$ cat config.mk
export PLATFORM = sky130hd
export DESIGN_NAME = spi_master_controller
export DESIGN_NICKNAME = d
export VERILOG_FILES = /design/src/rtl/spi_pkg.sv /design/src/rtl/fifo_if.sv /design/src/rtl/sync_fifo.sv /design/src/rtl/spi_master_controller.sv
export VERILOG_INCLUDE_DIRS = /design/src /design/src/rtl
export SDC_FILE = /design/constraint.sdc
export NUM_CORES = 1
export LEC_CHECK = 0
export ABC_AREA = 1
export ABC_CLOCK_PERIOD_IN_PS = 9400
export BUFFER_PORTS_ARGS = -buffer_cell sky130_fd_sc_hd__buf_2
export CAP_MARGIN = 0
export CORE_AREA = 4 4 183 141
export CTS_BUF_LIST = sky130_fd_sc_hd__clkbuf_16
export CTS_CLUSTER_SIZE = 24
export DETAILED_ROUTE_END_ITERATION = 7
export DIE_AREA = 0 0 187 145
export MAX_ROUTING_LAYER = met4
export SYNTH_ARGS = -nofsm -noshare
export SYNTH_HDL_FRONTEND = slang
export SYNTH_SLANG_ARGS = --single-unit
$ cat constraint.sdc
create_clock -name mclk -period 9.4 [get_ports mclk]
set_clock_uncertainty 0.05 [all_clocks]
set_input_delay 0.94 -clock mclk [delete_from_list [all_inputs] [get_ports mclk]]
set_output_delay 0.94 -clock mclk [all_outputs]
set_load 0.02 [all_outputs]
$ cat src/rtl/spi_defs.svh
// Register offsets, field positions, reset values and counts of the SPI master
`ifndef SPI_DEFS_SVH
`define SPI_DEFS_SVH

// ****************************************************************
// Register offsets on the special function register port
// ****************************************************************
`define CLKDIV_ADDR 8'hD2
`define IRQEN_ADDR 8'hD7
`define TXDATA_ADDR 8'hD3
`define RXDATA_ADDR 8'hD4
`define STATUS_ADDR 8'hD5

// ****************************************************************
// Reset values
// ****************************************************************
`define CLKDIV_RST 8'h04
`define IRQEN_RST 8'h00

// ****************************************************************
// Field positions: bits 0-3 shared by enable and status, busy in status, divider selects in the divider register
// ****************************************************************
`define BIT_TX_END 3
`define BIT_RX_OVERRUN 2
`define BIT_TX_EMPTY 1
`define BIT_RX_FULL 0
`define BIT_BUSY 4
`define BIT_DIVIDE_BY_128_SEL 7
`define BIT_DIVIDE_BY_64_SEL 6
`define BIT_DIVIDE_BY_32_SEL 5
`define BIT_DIVIDE_BY_16_SEL 4
`define BIT_DIVIDE_BY_8_SEL 3
`define BIT_DIVIDE_BY_4_SEL 2

// ****************************************************************
// Serial clock half periods, in system clocks
// ****************************************************************
`define HALF_DIVIDE_BY_128_SEL 8'h40
`define HALF_DIVIDE_BY_64_SEL 8'h20
`define HALF_DIVIDE_BY_32_SEL 8'h10
`define HALF_DIVIDE_BY_16_SEL 8'h08
`define HALF_DIVIDE_BY_8_SEL 8'h04
`define HALF_DIVIDE_BY_4_SEL 8'h02

// ****************************************************************
// Word size and FIFO depth
// ****************************************************************
`define WORD_BITS 8
`define TX_FIFO_DEPTH 16

`endif

$ cat src/rtl/spi_pkg.sv
// Types shared by the SPI master design files
package spi_pkg;
    typedef logic [7:0] byte_t;
    typedef logic [7:0] half_cnt_t;
    // Shift engine states, one-hot
    typedef enum logic [2:0] {
        SH_IDLE = 3'b001,
        SH_LOW = 3'b010,
        SH_HIGH = 3'b100
    } shift_state_t;
endpackage

$ cat src/rtl/fifo_if.sv
// Valid/ready stream carrier between the SPI master and its FIFO
`timescale 1ns/10ps
interface fifo_if #(parameter int WIDTH = 8);
    logic [WIDTH-1:0] data;
    logic valid;
    logic ready;
    modport src (output data, output valid, input ready);
    modport snk (input data, input valid, output ready);
endinterface // fifo_if

$ cat src/rtl/sync_fifo.sv
// Synchronous FIFO with registered read data and valid/ready on both sides
`timescale 1ns/10ps
module sync_fifo #(
    parameter int WIDTH = 8,
    parameter int DEPTH = 16,
    parameter int AW = 4
) (
    input wire logic mclk, // System clock
    input wire logic rst, // Synchronous reset, active high
    fifo_if.snk inPort, // Filling side
    fifo_if.src outPort // Draining side
);
    logic [WIDTH-1:0] mem [DEPTH];
    logic [AW-1:0] wrPtr_reg;
    logic [AW-1:0] rdPtr_reg;
    logic [AW:0] count_reg;
    logic [WIDTH-1:0] outData_reg;
    logic outValid_reg;
    logic push;
    logic pop;

    // Honest full: ready drops only when every slot is taken
    assign inPort.ready = (count_reg != (AW+1)'(DEPTH));
    assign push = inPort.valid && inPort.ready;
    // Refill the output register whenever it is empty or being taken
    assign pop = (!outValid_reg || outPort.ready) && (count_reg != '0);
    assign outPort.data = outData_reg;
    assign outPort.valid = outValid_reg;

    // Storage write
    always_ff @(posedge mclk) begin
        if (push) begin
            mem[wrPtr_reg] <= inPort.data;
        end
    end

    // Pointers and fill count
    always_ff @(posedge mclk) begin
        if (rst) begin
            wrPtr_reg <= '0;
            rdPtr_reg <= '0;
            count_reg <= '0;
        end else begin
            if (push) begin
                wrPtr_reg <= wrPtr_reg + 1'b1;
            end
            if (pop) begin
                rdPtr_reg <= rdPtr_reg + 1'b1;
            end
            if (push && !pop) begin
                count_reg <= count_reg + 1'b1;
            end else if (pop && !push) begin
                count_reg <= count_reg - 1'b1;
            end
        end
    end

    // Registered read port
    always_ff @(posedge mclk) begin
        if (rst) begin
            outValid_reg <= 1'b0;
            outData_reg <= '0;
        end else if (pop) begin
            outValid_reg <= 1'b1;
            outData_reg <= mem[rdPtr_reg];
        end else if (outPort.ready) begin
            outValid_reg <= 1'b0;
        end
    end

    a_no_overfill: assert property (@(posedge mclk) disable iff (rst)
        count_reg <= (AW+1)'(DEPTH))
        else $error("fifo fill count beyond depth");
endmodule // sync_fifo

$ cat src/rtl/spi_master_controller.sv
// SPI master controller: register port, transmit FIFO, shift engine
`timescale 1ns/10ps
`include "spi_defs.svh"
module spi_master_controller
    import spi_pkg::*;
#(
    parameter int FIFO_DEPTH = `TX_FIFO_DEPTH
) (
    input wire logic mclk, // System clock, 250 MHz
    input wire logic rst, // Synchronous reset, active high
    input wire logic [7:0] sfrAddr, // Register address
    input wire logic sfrWr, // Register write strobe
    input wire logic sfrRd, // Register read strobe
    input wire logic [7:0] sfrWrData, // Register write data
    output logic [7:0] sfrRdData, // Register read data
    output logic txSpace, // Transmit FIFO can take a word
    input wire logic serialInLine, // Data from slave
    output logic serialOutLine, // Data to slave
    output logic serialClockOut, // Serial clock to slave
    output logic slaveSelectOut_n, // Slave select, active low
    output logic irq // Interrupt request, active high
);
    // ****************************************************************
    // Declarations
    // ****************************************************************
    byte_t clkDiv_reg;
    byte_t irqEn_reg;
    byte_t rxHold_reg;
    byte_t shift_reg;
    byte_t rdData_reg;
    shift_state_t state_reg;
    half_cnt_t halfCnt;
    half_cnt_t divCnt_reg;
    logic [2:0] bitCnt_reg;
    logic inBit_reg;
    logic sclk_reg;
    logic ssel_reg;
    logic rxFull_reg;
    logic rxOverrun_reg;
    logic txEnd_reg;
    logic irq_reg;
    logic tick;
    logic lastEdge;
    logic rxDone;
    logic txEmpty;
    logic [3:0] status;
    logic wrTx;
    fifo_if #(.WIDTH(`WORD_BITS)) pushIf ();
    fifo_if #(.WIDTH(`WORD_BITS)) popIf ();

    // ****************************************************************
    // Transmit FIFO
    // ****************************************************************
    // Writes to a full FIFO are dropped; software watches txSpace
    assign wrTx = sfrWr && (sfrAddr == `TXDATA_ADDR);
    assign pushIf.data = sfrWrData;
    assign pushIf.valid = wrTx;
    assign txSpace = pushIf.ready;

    sync_fifo #(
        .WIDTH(`WORD_BITS),
        .DEPTH(FIFO_DEPTH),
        .AW($clog2(FIFO_DEPTH))
    ) txFifo (
        .mclk(mclk),
        .rst(rst),
        .inPort(pushIf),
        .outPort(popIf)
    );

    // ****************************************************************
    // Register writes
    // ****************************************************************
    // Reset values
    always_ff @(posedge mclk) begin
        if (rst) begin
            clkDiv_reg <= `CLKDIV_RST;
            irqEn_reg <= `IRQEN_RST;
        end else if (sfrWr) begin
            if (sfrAddr == `CLKDIV_ADDR) begin
                clkDiv_reg <= {sfrWrData[7:2], 2'b00}; // Low bits unused
            end else if (sfrAddr == `IRQEN_ADDR) begin
                irqEn_reg <= {4'h0, sfrWrData[3:0]}; // Upper bits reserved
            end
        end
    end

    // ****************************************************************
    // Clock divider
    // ****************************************************************
    // Half period from divider; highest bit wins if several
    always_comb begin
        if (clkDiv_reg[`BIT_DIVIDE_BY_128_SEL]) begin
            halfCnt = `HALF_DIVIDE_BY_128_SEL;
        end else if (clkDiv_reg[`BIT_DIVIDE_BY_64_SEL]) begin
            halfCnt = `HALF_DIVIDE_BY_64_SEL;
        end else if (clkDiv_reg[`BIT_DIVIDE_BY_32_SEL]) begin
            halfCnt = `HALF_DIVIDE_BY_32_SEL;
        end else if (clkDiv_reg[`BIT_DIVIDE_BY_16_SEL]) begin
            halfCnt = `HALF_DIVIDE_BY_16_SEL;
        end else if (clkDiv_reg[`BIT_DIVIDE_BY_8_SEL]) begin
            halfCnt = `HALF_DIVIDE_BY_8_SEL;
        end else begin
            halfCnt = `HALF_DIVIDE_BY_4_SEL; // Divide by four, also when no bit set
        end
    end

    // Half-period enable pulse; held at zero while idle so frames align
    always_ff @(posedge mclk) begin
        if (rst || state_reg == SH_IDLE) begin
            divCnt_reg <= 8'h00;
        end else if (tick) begin
            divCnt_reg <= 8'h00;
        end else begin
            divCnt_reg <= divCnt_reg + 8'h01;
        end
    end
    assign tick = (state_reg != SH_IDLE) && (divCnt_reg == halfCnt - 8'h01);

    // ****************************************************************
    // Shift engine
    // ****************************************************************
    // Master only: this engine always owns the clock
    assign lastEdge = (state_reg == SH_HIGH) && tick && (bitCnt_reg == 3'h7);
    assign popIf.ready = (state_reg == SH_IDLE) || lastEdge;
    assign rxDone = lastEdge;

    // Eight clocks per word, out and in together
    always_ff @(posedge mclk) begin
        if (rst) begin
            state_reg <= SH_IDLE;
            sclk_reg <= 1'b0;
            bitCnt_reg <= 3'h0;
        end else begin
            case (state_reg)
                SH_IDLE: begin
                    if (popIf.valid) begin
                        state_reg <= SH_LOW;
                        bitCnt_reg <= 3'h0;
                    end
                end
                SH_LOW: begin
                    if (tick) begin
                        sclk_reg <= 1'b1;
                        state_reg <= SH_HIGH;
                    end
                end
                SH_HIGH: begin
                    if (tick) begin
                        sclk_reg <= 1'b0;
                        bitCnt_reg <= bitCnt_reg + 3'h1;
                        if (bitCnt_reg != 3'h7 || popIf.valid) begin
                            state_reg <= SH_LOW;
                        end else begin
                            state_reg <= SH_IDLE;
                        end
                    end
                end
                default: begin
                    state_reg <= SH_IDLE;
                end
            endcase
        end
    end

    // Sample on rising edge; shift out on falling edge
    always_ff @(posedge mclk) begin
        if (rst) begin
            shift_reg <= 8'h00;
            inBit_reg <= 1'b0;
        end else if (popIf.ready && popIf.valid) begin
            shift_reg <= popIf.data;
        end else if (state_reg == SH_LOW && tick) begin
            inBit_reg <= serialInLine;
        end else if (state_reg == SH_HIGH && tick) begin
            shift_reg <= {shift_reg[6:0], inBit_reg};
        end
    end

    // Select low across back-to-back words, one slave only
    always_ff @(posedge mclk) begin
        if (rst) begin
            ssel_reg <= 1'b0;
        end else if (state_reg == SH_IDLE) begin
            ssel_reg <= popIf.valid;
        end else if (lastEdge && !popIf.valid) begin
            ssel_reg <= 1'b0;
        end
    end

    assign serialOutLine = shift_reg[7];
    assign serialClockOut = sclk_reg;
    assign slaveSelectOut_n = !ssel_reg;

    // ****************************************************************
    // Receive holding and status flags
    // ****************************************************************
    // Newest word overwrites; set wins over a same-cycle clear
    always_ff @(posedge mclk) begin
        if (rst) begin
            rxHold_reg <= 8'h00;
            rxFull_reg <= 1'b0;
            rxOverrun_reg <= 1'b0;
            txEnd_reg <= 1'b0;
        end else begin
            if (rxDone) begin
                rxHold_reg <= {shift_reg[6:0], inBit_reg};
            end
            if (rxDone) begin
                rxFull_reg <= 1'b1;
            end else if (sfrRd && sfrAddr == `RXDATA_ADDR) begin
                rxFull_reg <= 1'b0;
            end
            if (rxDone && rxFull_reg) begin
                rxOverrun_reg <= 1'b1;
            end else if (sfrWr && sfrAddr == `STATUS_ADDR
                         && sfrWrData[`BIT_RX_OVERRUN]) begin
                rxOverrun_reg <= 1'b0;
            end
            if (lastEdge && !popIf.valid) begin
                txEnd_reg <= 1'b1;
            end else if (sfrWr && sfrAddr == `STATUS_ADDR
                         && sfrWrData[`BIT_TX_END]) begin
                txEnd_reg <= 1'b0;
            end
        end
    end

    // Transmit empty is a level: nothing left waiting to be shifted
    assign txEmpty = !popIf.valid;
    assign status = {txEnd_reg, rxOverrun_reg, txEmpty, rxFull_reg};

    // Enabled status ORed to one request
    always_ff @(posedge mclk) begin
        if (rst) begin
            irq_reg <= 1'b0;
        end else begin
            irq_reg <= |(status & irqEn_reg[3:0]);
        end
    end
    assign irq = irq_reg;

    // ****************************************************************
    // Register reads
    // ****************************************************************
    // Read data is registered; unmapped addresses read zero
    always_ff @(posedge mclk) begin
        if (rst) begin
            rdData_reg <= 8'h00;
        end else if (sfrRd) begin
            if (sfrAddr == `CLKDIV_ADDR) begin
                rdData_reg <= clkDiv_reg;
            end else if (sfrAddr == `IRQEN_ADDR) begin
                rdData_reg <= irqEn_reg;
            end else if (sfrAddr == `RXDATA_ADDR) begin
                rdData_reg <= rxHold_reg;
            end else if (sfrAddr == `STATUS_ADDR) begin
                rdData_reg <= {3'h0, state_reg != SH_IDLE, status};
            end else begin
                rdData_reg <= 8'h00;
            end
        end
    end
    assign sfrRdData = rdData_reg;

    // ****************************************************************
    // Assertions
    // ****************************************************************
    logic [7:0] hiCnt_reg;
    logic [5:0] edgeCnt_reg;
    always_ff @(posedge mclk) begin
        if (rst) begin
            hiCnt_reg <= 8'h00;
            edgeCnt_reg <= 6'h00;
        end else begin
            hiCnt_reg <= sclk_reg ? hiCnt_reg + 8'h01 : 8'h00;
            if (!ssel_reg) begin
                edgeCnt_reg <= 6'h00;
            end else if (state_reg == SH_LOW && tick) begin
                edgeCnt_reg <= {1'b1, edgeCnt_reg[4:0] + 5'h01}; // Top bit sticks
            end
        end
    end

    a_reset_values: assert property (@(posedge mclk)
        rst |=> (clkDiv_reg == 8'h04 && irqEn_reg == 8'h00))
        else $error("divider or enable register reset value wrong");
    a_irq_masked: assert property (@(posedge mclk) disable iff (rst)
        (irqEn_reg == 8'h00) ##1 (irqEn_reg == 8'h00) |-> !irq)
        else $error("interrupt raised with all enables clear");
    a_irq_raised: assert property (@(posedge mclk) disable iff (rst)
        (rxFull_reg && irqEn_reg[0]) |=> irq)
        else $error("enabled receive full did not raise interrupt");
    a_half_period: assert property (@(posedge mclk) disable iff (rst)
        ($fell(sclk_reg) && $stable(clkDiv_reg)) |-> (hiCnt_reg == halfCnt))
        else $error("serial clock high time does not match divider");
    a_select_frame: assert property (@(posedge mclk) disable iff (rst)
        serialClockOut |-> !slaveSelectOut_n)
        else $error("serial clock toggles without slave selected");
    a_eight_bits: assert property (@(posedge mclk) disable iff (rst)
        $rose(slaveSelectOut_n) |-> (edgeCnt_reg[2:0] == 3'h0
                                     && edgeCnt_reg[5]))
        else $error("frame did not carry whole 8-bit words");
    a_overrun_set: assert property (@(posedge mclk) disable iff (rst)
        (rxDone && rxFull_reg) |=> rxOverrun_reg [*2])
        else $error("overrun not flagged on second unread word");
    a_tx_end: assert property (@(posedge mclk) disable iff (rst)
        $rose(slaveSelectOut_n) |-> txEnd_reg)
        else $error("transfer end not flagged when select released");
    a_out_stable: assert property (@(posedge mclk) disable iff (rst)
        (sclk_reg && $past(sclk_reg)) |-> $stable(serialOutLine))
        else $error("transmit line changed while clock high");
    a_rx_full: assert property (@(posedge mclk) disable iff (rst)
        rxDone |=> (rxFull_reg && rxHold_reg == $past({shift_reg[6:0],
                                                        inBit_reg})))
        else $error("received word not captured");

    c_word_done: cover property (@(posedge mclk) disable iff (rst) rxDone);
    c_overrun: cover property (@(posedge mclk) disable iff (rst)
        $rose(rxOverrun_reg));
    c_back_to_back: cover property (@(posedge mclk) disable iff (rst)
        lastEdge && popIf.valid);
    c_fifo_full: cover property (@(posedge mclk) disable iff (rst) !txSpace);
endmodule // spi_master_controller

==> results of run 1 <==
[final cells by class]
type	count	share of cell area (%)
Inverter	86	3.26
Tap cell	306	3.87
Timing Repair Buffer	37	1.97
Sequential cell	205	54.5
Clock buffer	23	5.82
Multi-Input combinational cell	551	29.6
Clock inverter	18	1.02
[cell usage in the layout (no fill, tap or decap), drive strengths merged]
master	n
a211oi	3
a21boi	17
a21oi	43
a221oi	1
a41oi	1
buf	37
bufinv	1
clkbuf	23
clkinv	12
dfxtp	77
edfxtp	128
fa	1
ha	13
inv	91
mux2i	15
nand2	121
nand3	33
nand3b	1
nand4	8
nor2	142
nor3	6
nor3b	1
nor4	1
o2111ai	1
o211a	1
o211ai	5
o21ai	90
o221ai	6
o22ai	31
o32ai	1
or2	1
xnor2	3
xor2	5
[power breakdown]
group / leakage (nW) / internal, mW / switching, mW
clock network: 0.365 / 0.469 / 0.349
logic: 1.59 / 0.201 / 0.410
registers: 1.78 / 1.01 / 0.0559
[cells in the mapped netlist, types with 7 or more instances]
master	number	area share (%)
nand2_1	118	5.0
buf_2	9	0.51
ha_1	13	1.9
nand4_1	7	0.50
clkbuf_1	19	0.81
inv_1	81	3.5
dfxtp_1	77	18
nand3_1	27	1.5
a21boi_0	17	1.5
o21ai_0	83	4.7
edfxtp_1	128	44
o22ai_1	31	2.2
a21oi_1	43	2.4
o21ai_1	7	0.40
nor2_1	137	5.9
mux2i_1	15	1.7
[path summary, 6_finish.rpt]
kind	slack (ns)	depth (start not counted)	end	from
worst min-delay path	0.41	2	sfrRdData[3]	sfrRdData[3]
worst max register to register	5.63	23	txFifo.count_reg[4]	clkDiv_reg[7]
worst max-delay path	5.63	23	txFifo.count_reg[4]	clkDiv_reg[7]
worst min register to register	0.41	2	sfrRdData[3]	sfrRdData[3]
[critical path, stage by stage, from the launching register on]
cell and delay, ns:
dfxtp_1 0.35, nor2_4 0.21, nand3_2 0.11, ha_1 0.30
nor2_1 0.04, nor2_1 0.14, nand2_1 0.06, nor2_1 0.10
nand2_1 0.09, nor2_4 0.14, nand4_4 0.27, nand3_4 0.18
nand2_4 0.15, ha_1 0.28, inv_1 0.13, ha_1 0.29
nand2_1 0.09, nor2_1 0.04, a211oi_1 0.24, nand2_1 0.08
nand2_1 0.06, nor2_1 0.04, o21ai_0 0.14, a21oi_1 0.05
[per-layer routing]
metal  global-route usage (%)  vias up  share of wire, %
li1                         -     3082                 -
met1                     23.1     3017                50
met2                     22.5      146                44
met3                     1.83       27               4.2
met4                     3.62        0               2.0
met5                        -        -                 0
[logic make-up (layout without fill, tap and decap cells)]
kind of cell / count (synthesis) / after routing / share of synthesized area, %
fa+ha+maj: 14 / 14 / 2.08
buf+inv: 119 / 164 / 5.42
compound gates: 200 / 200 / 13.0
flops: 205 / 205 / 61.3
xor+xnor: 8 / 8 / 0.797
mux: 15 / 15 / 1.71
simple gates: 314 / 314 / 15.7
[per-stage QoR]
step | utilization (%) | instances | area (sq um) | hold slack, ns
global route | 41.6 | 1226 | 9890 | 0.427
global placement | 38.7 | 1185 | 9210 | 0.402
detailed placement | 38.7 | 1185 | 9210 | 0.402
CTS | 41.6 | 1226 | 9890 | 0.411
floorplan | - | 875 | 8790 | 0.374
finish | 41.6 | 1226 | 9890 | 0.412
==> qor.txt, run 1 <==
Status -> completed
Wirelength per Cell -> 16.9 um
Hold WC Path Type -> reg -> reg
Number of flops mapped to enable cells by yosys -> 128
Period Utilization, post-route -> 40.1%
Top reg by flops -> txFifo.mem
Number of port buffers -> 33
Via Count -> 6,272
Clock slew at reported path FFs -> 0.06 ns
Min Tclk post-route -> 3.77 ns
Fmax -> 265 MHz
Die height -> 145 um
RSZ-0062 raised after global routing -> false
CTS tree -> done
TritonCTS Buffers -> 23
Post-CTS Resized -> 0
Power consumption -> 2.50 mW
Die area -> 27,100 sq um
Filler cells -> 2,313
DR vias/cell -> 5.12
Rows -> 49
Yosys warns -> 0
LEAKAGE -> 3.73 nW
Clk_lat worst skew -> 0.50 ns
Power Density -> 252 nW/um^2
Register area share after synthesis -> 61.3%
CP Class -> reg -> reg
Clock buffer depth -> 3
Mapped Area -> 8790 sq um
Ant. Diodes -> 0
Syn Area/Cell -> 10.0 sq um
CP max FO -> 19
Initial antenna violation count -> 0
Multi-input logic area -> 2930 sq um
Ys async rst share -> 0%
DR pass1 iterations -> 5
Worst slack at placement -> 5.69 ns
Area growth, synth to finish -> 12.5%
Max Slew Vio Count -> 0
Setup crit end kind -> flip-flop
I/O pins -> 34
CP arrival -> 4.10 ns
Mapped Cells -> 875
First-pass GRT wire length -> 33,000 um
CTS root buffer -> clkbuf_16
Max reg flops -> 128
Dpl hpwl -> 13,400 um
Hold Vio Cnt, Final -> 0
Worst Setup Start Kind -> flip-flop
# DRC -> 0
Post-synthesis register bit count -> 205
Max-cap viol count -> 0
Antenna Violating Nets Remaining -> 0
CP Data Required Time -> 9.73 ns
Post-Syn Nets -> 910
Setup TNS -> 0 ns
Total wire length -> 20,700 um
Core footprint -> 23,800 sq um
Hold_buf cts -> 0
Final worst setup slack -> 5.63 ns
Tot GR Track Use -> 15.4%
Number of global-route vias before repair -> 5,859
Grt ovf -> 0
Initial drt markers -> 568
# clock sinks -> 205
Tightest Pin Transition -> 0.869 ns
Largest net degree at the start of global routing -> 68
Chip Width -> 187 um
Starting Density -> 36.9%
Main synth FF type -> edfxtp_1
Postcts setup bufs -> 0
Share of cells above drive strength 1 -> 9.67%
Final setup viols -> 0
Gp weighted congestion -> 0.872
Unique masters post-synth -> 43
Tightest slew margin relative to the limit -> 41.9%
Seq. cell area -> 5390 sq um
Nets -> 939
H-tree levels -> 1
Max VDD drop -> 0.140 mV
No activity file was read; power rests on OpenSTA's default activity.
==> inputs of run 2 (changes only) <==
--- a/config.mk
+++ b/config.mk
@@ -7,7 +7,7 @@
 export NUM_CORES = 1
 export LEC_CHECK = 0
 export ABC_AREA = 1
-export ABC_CLOCK_PERIOD_IN_PS = 9400
+export ABC_CLOCK_PERIOD_IN_PS = 3100
 export BUFFER_PORTS_ARGS = -buffer_cell sky130_fd_sc_hd__buf_2
 export CAP_MARGIN = 0
 export CORE_AREA = 4 4 183 141
==> constraint.sdc (replaced) <==
create_clock -name mclk -period 3.1 [get_ports mclk]
set_clock_uncertainty 0.05 [all_clocks]
set_input_delay 0.31 -clock mclk [delete_from_list [all_inputs] [get_ports mclk]]
set_output_delay 0.31 -clock mclk [all_outputs]
set_load 0.02 [all_outputs]
==> qor.txt, run 2 (synthesis gave the netlist of run 1 again) <==
Starting Density -> 36.9%
Grt ovf -> 0
Antenna Violating Nets Remaining -> 0
# clock sinks -> 205
Max Slew Vio Count -> 0
TritonCTS Buffers -> 23
Multi-input logic area -> 3000 sq um
DR pass1 iterations -> 5
Tightest slew margin relative to the limit -> 51.8%
Max reg flops -> 128
LEAKAGE -> 3.91 nW
Commonest non-fill, non-tap cell in the layout -> nor2_1
Share of cells above drive strength 1 -> 14.5%
Buffers & Inverters on Critical Path -> 1
Min Tclk post-route -> 2.96 ns
Clock slew at reported path FFs -> 0.06 ns
Final worst setup slack -> 0.141 ns
Hold WC Path Type -> in -> reg
Core footprint -> 23,800 sq um
Chip Width -> 187 um
Power consumption -> 7.79 mW
CP arrival -> 3.34 ns
Max incr delay on CP -> 0.33 ns
Final setup viols -> 0
Worst Setup Start Kind -> flip-flop
Area growth, synth to finish -> 16.8%
# DRC -> 0
CP Class -> reg -> reg
Period Utilization, post-route -> 95.5%
Clock buffer depth -> 3
Tightest Pin Transition -> 0.722 ns
Largest net degree at the start of global routing -> 47
Gp weighted congestion -> 0.936
Max VDD drop -> 0.336 mV
Most Frequent Cell on Critical Path -> nor2_1
Worst-path cell chain -> nor2_4, nand3_2, ha_4, nor2_1, nor2_1, nand2_1, nor2_1, nand2_1, nor2_4, nand4_4, nand3_4, nand2_4, ha_4, inv_4, ha_4, nand2_2, nor2_2, a211oi_2, nor2_1, nor2_1, o21ai_1, a21oi_1
CP max FO -> 4
Seq. cell area -> 5390 sq um
Filler cells -> 2,248
Hold Vio Cnt, Final -> 0
Ant. Diodes -> 0
Max-cap viol count -> 0
Dpl hpwl -> 14,000 um
Power Density -> 759 nW/um^2
Nets -> 972
Die height -> 145 um
CP Data Required Time -> 3.48 ns
Worst slack at placement -> 0.0324 ns
Critical path's slowest cell -> dfxtp_2
Most frequent cells in the layout -> nor2_1, edfxtp_1, nand2_1
Top reg by flops -> txFifo.mem
Via Count -> 6,375
Rows -> 49
Initial drt markers -> 530
Wirelength per Cell -> 16.6 um
Tot GR Track Use -> 15.4%
H-tree levels -> 1
Total wire length -> 20,900 um
Clk_lat worst skew -> 0.50 ns
First-pass GRT wire length -> 33,200 um
Die area -> 27,100 sq um
Setup crit end kind -> flip-flop
Initial antenna violation count -> 0
Status -> completed
Number of global-route vias before repair -> 6,008
Fmax -> 338 MHz
I/O pins -> 34
Number of port buffers -> 33
Delay-heaviest family, CP -> simple AND/OR/NAND/NOR gates
DR vias/cell -> 5.07
CTS root buffer -> clkbuf_16
CTS tree -> done
[run 2: cell count changes in the layout (fill, tap and decap cells not counted), sizes merged]
cell / before / now
dlygate4sd3: 0 / 1
clkinv: 12 / 13
buf: 37 / 69
clkinvlp: 0 / 1
inv: 91 / 87
bufinv: 1 / 2
[run 2: final timing paths]
kind	start	end	slack (ns)	cells past startpoint
max	clkDiv_reg[4]	txFifo.count_reg[4]	0.14	22
min	sfrRd	sfrRdData[1]	0.13	3
max reg2reg	clkDiv_reg[4]	txFifo.count_reg[4]	0.14	22
min reg2reg	rxHold_reg[4]	rxHold_reg[4]	0.41	2
[run 2: what timing repair did]
action	4_1_cts	5_1_grt
hold buffers	1	0
hold endpoints to repair	1	0
gates resized for setup	0	7
setup endpoints to repair	0	2
buffers inserted	0	2
[run 2: worst register-to-register path, delay by kind of cell (launching register included)]
| kind | cells | cell delay [ns] |
|---|---|---|
| flip-flops | 1 | 0.33 |
| AND/OR/NAND/NOR | 15 | 1.37 |
| buffers and inverters | 1 | 0.08 |
| AO/OA/AOI/OAI | 3 | 0.38 |
| adder cells (fa/ha/maj) | 3 | 0.67 |
[run 2: layer usage]
layer	vias to the layer above	share of wire [%]	global-route usage [%]
met4	0	1.4	2.85
met1	3056	50	23.3
li1	3138	-	-
met5	-	0	-
met3	29	5.3	1.95
met2	152	44	22.5
[run 2: through the flow]
stage	hold WS, ns	setup TNS (ns)	util [%]	cell area [sq um]	instances
finish	0.131	0	43.1	10300	1258
global route	0.151	-0.00125	43.1	10300	1258
CTS	0.119	0	43.0	10200	1256
detailed placement	0.394	0	40.0	9510	1215
global placement	0.398	0	40.0	9510	1215
floorplan	0.359	0	-	8850	875
[run 2: where the power goes]
part           internal (mW)  total [mW]  switching (mW)
Sequential              3.07        3.26           0.192
Combinational          0.719        1.98            1.26
Clock                   1.51        2.55            1.04
Total                   5.29        7.79            2.49
[run 2: cell type report]
class,instances,share of cell area [%]
tap,306,3.73
timing repair buffer,70,4.46
clock inverter,17,1.26
clock buffer,23,5.61
multi-input combinational,551,29.2
inverter,86,3.17
sequential,205,52.5
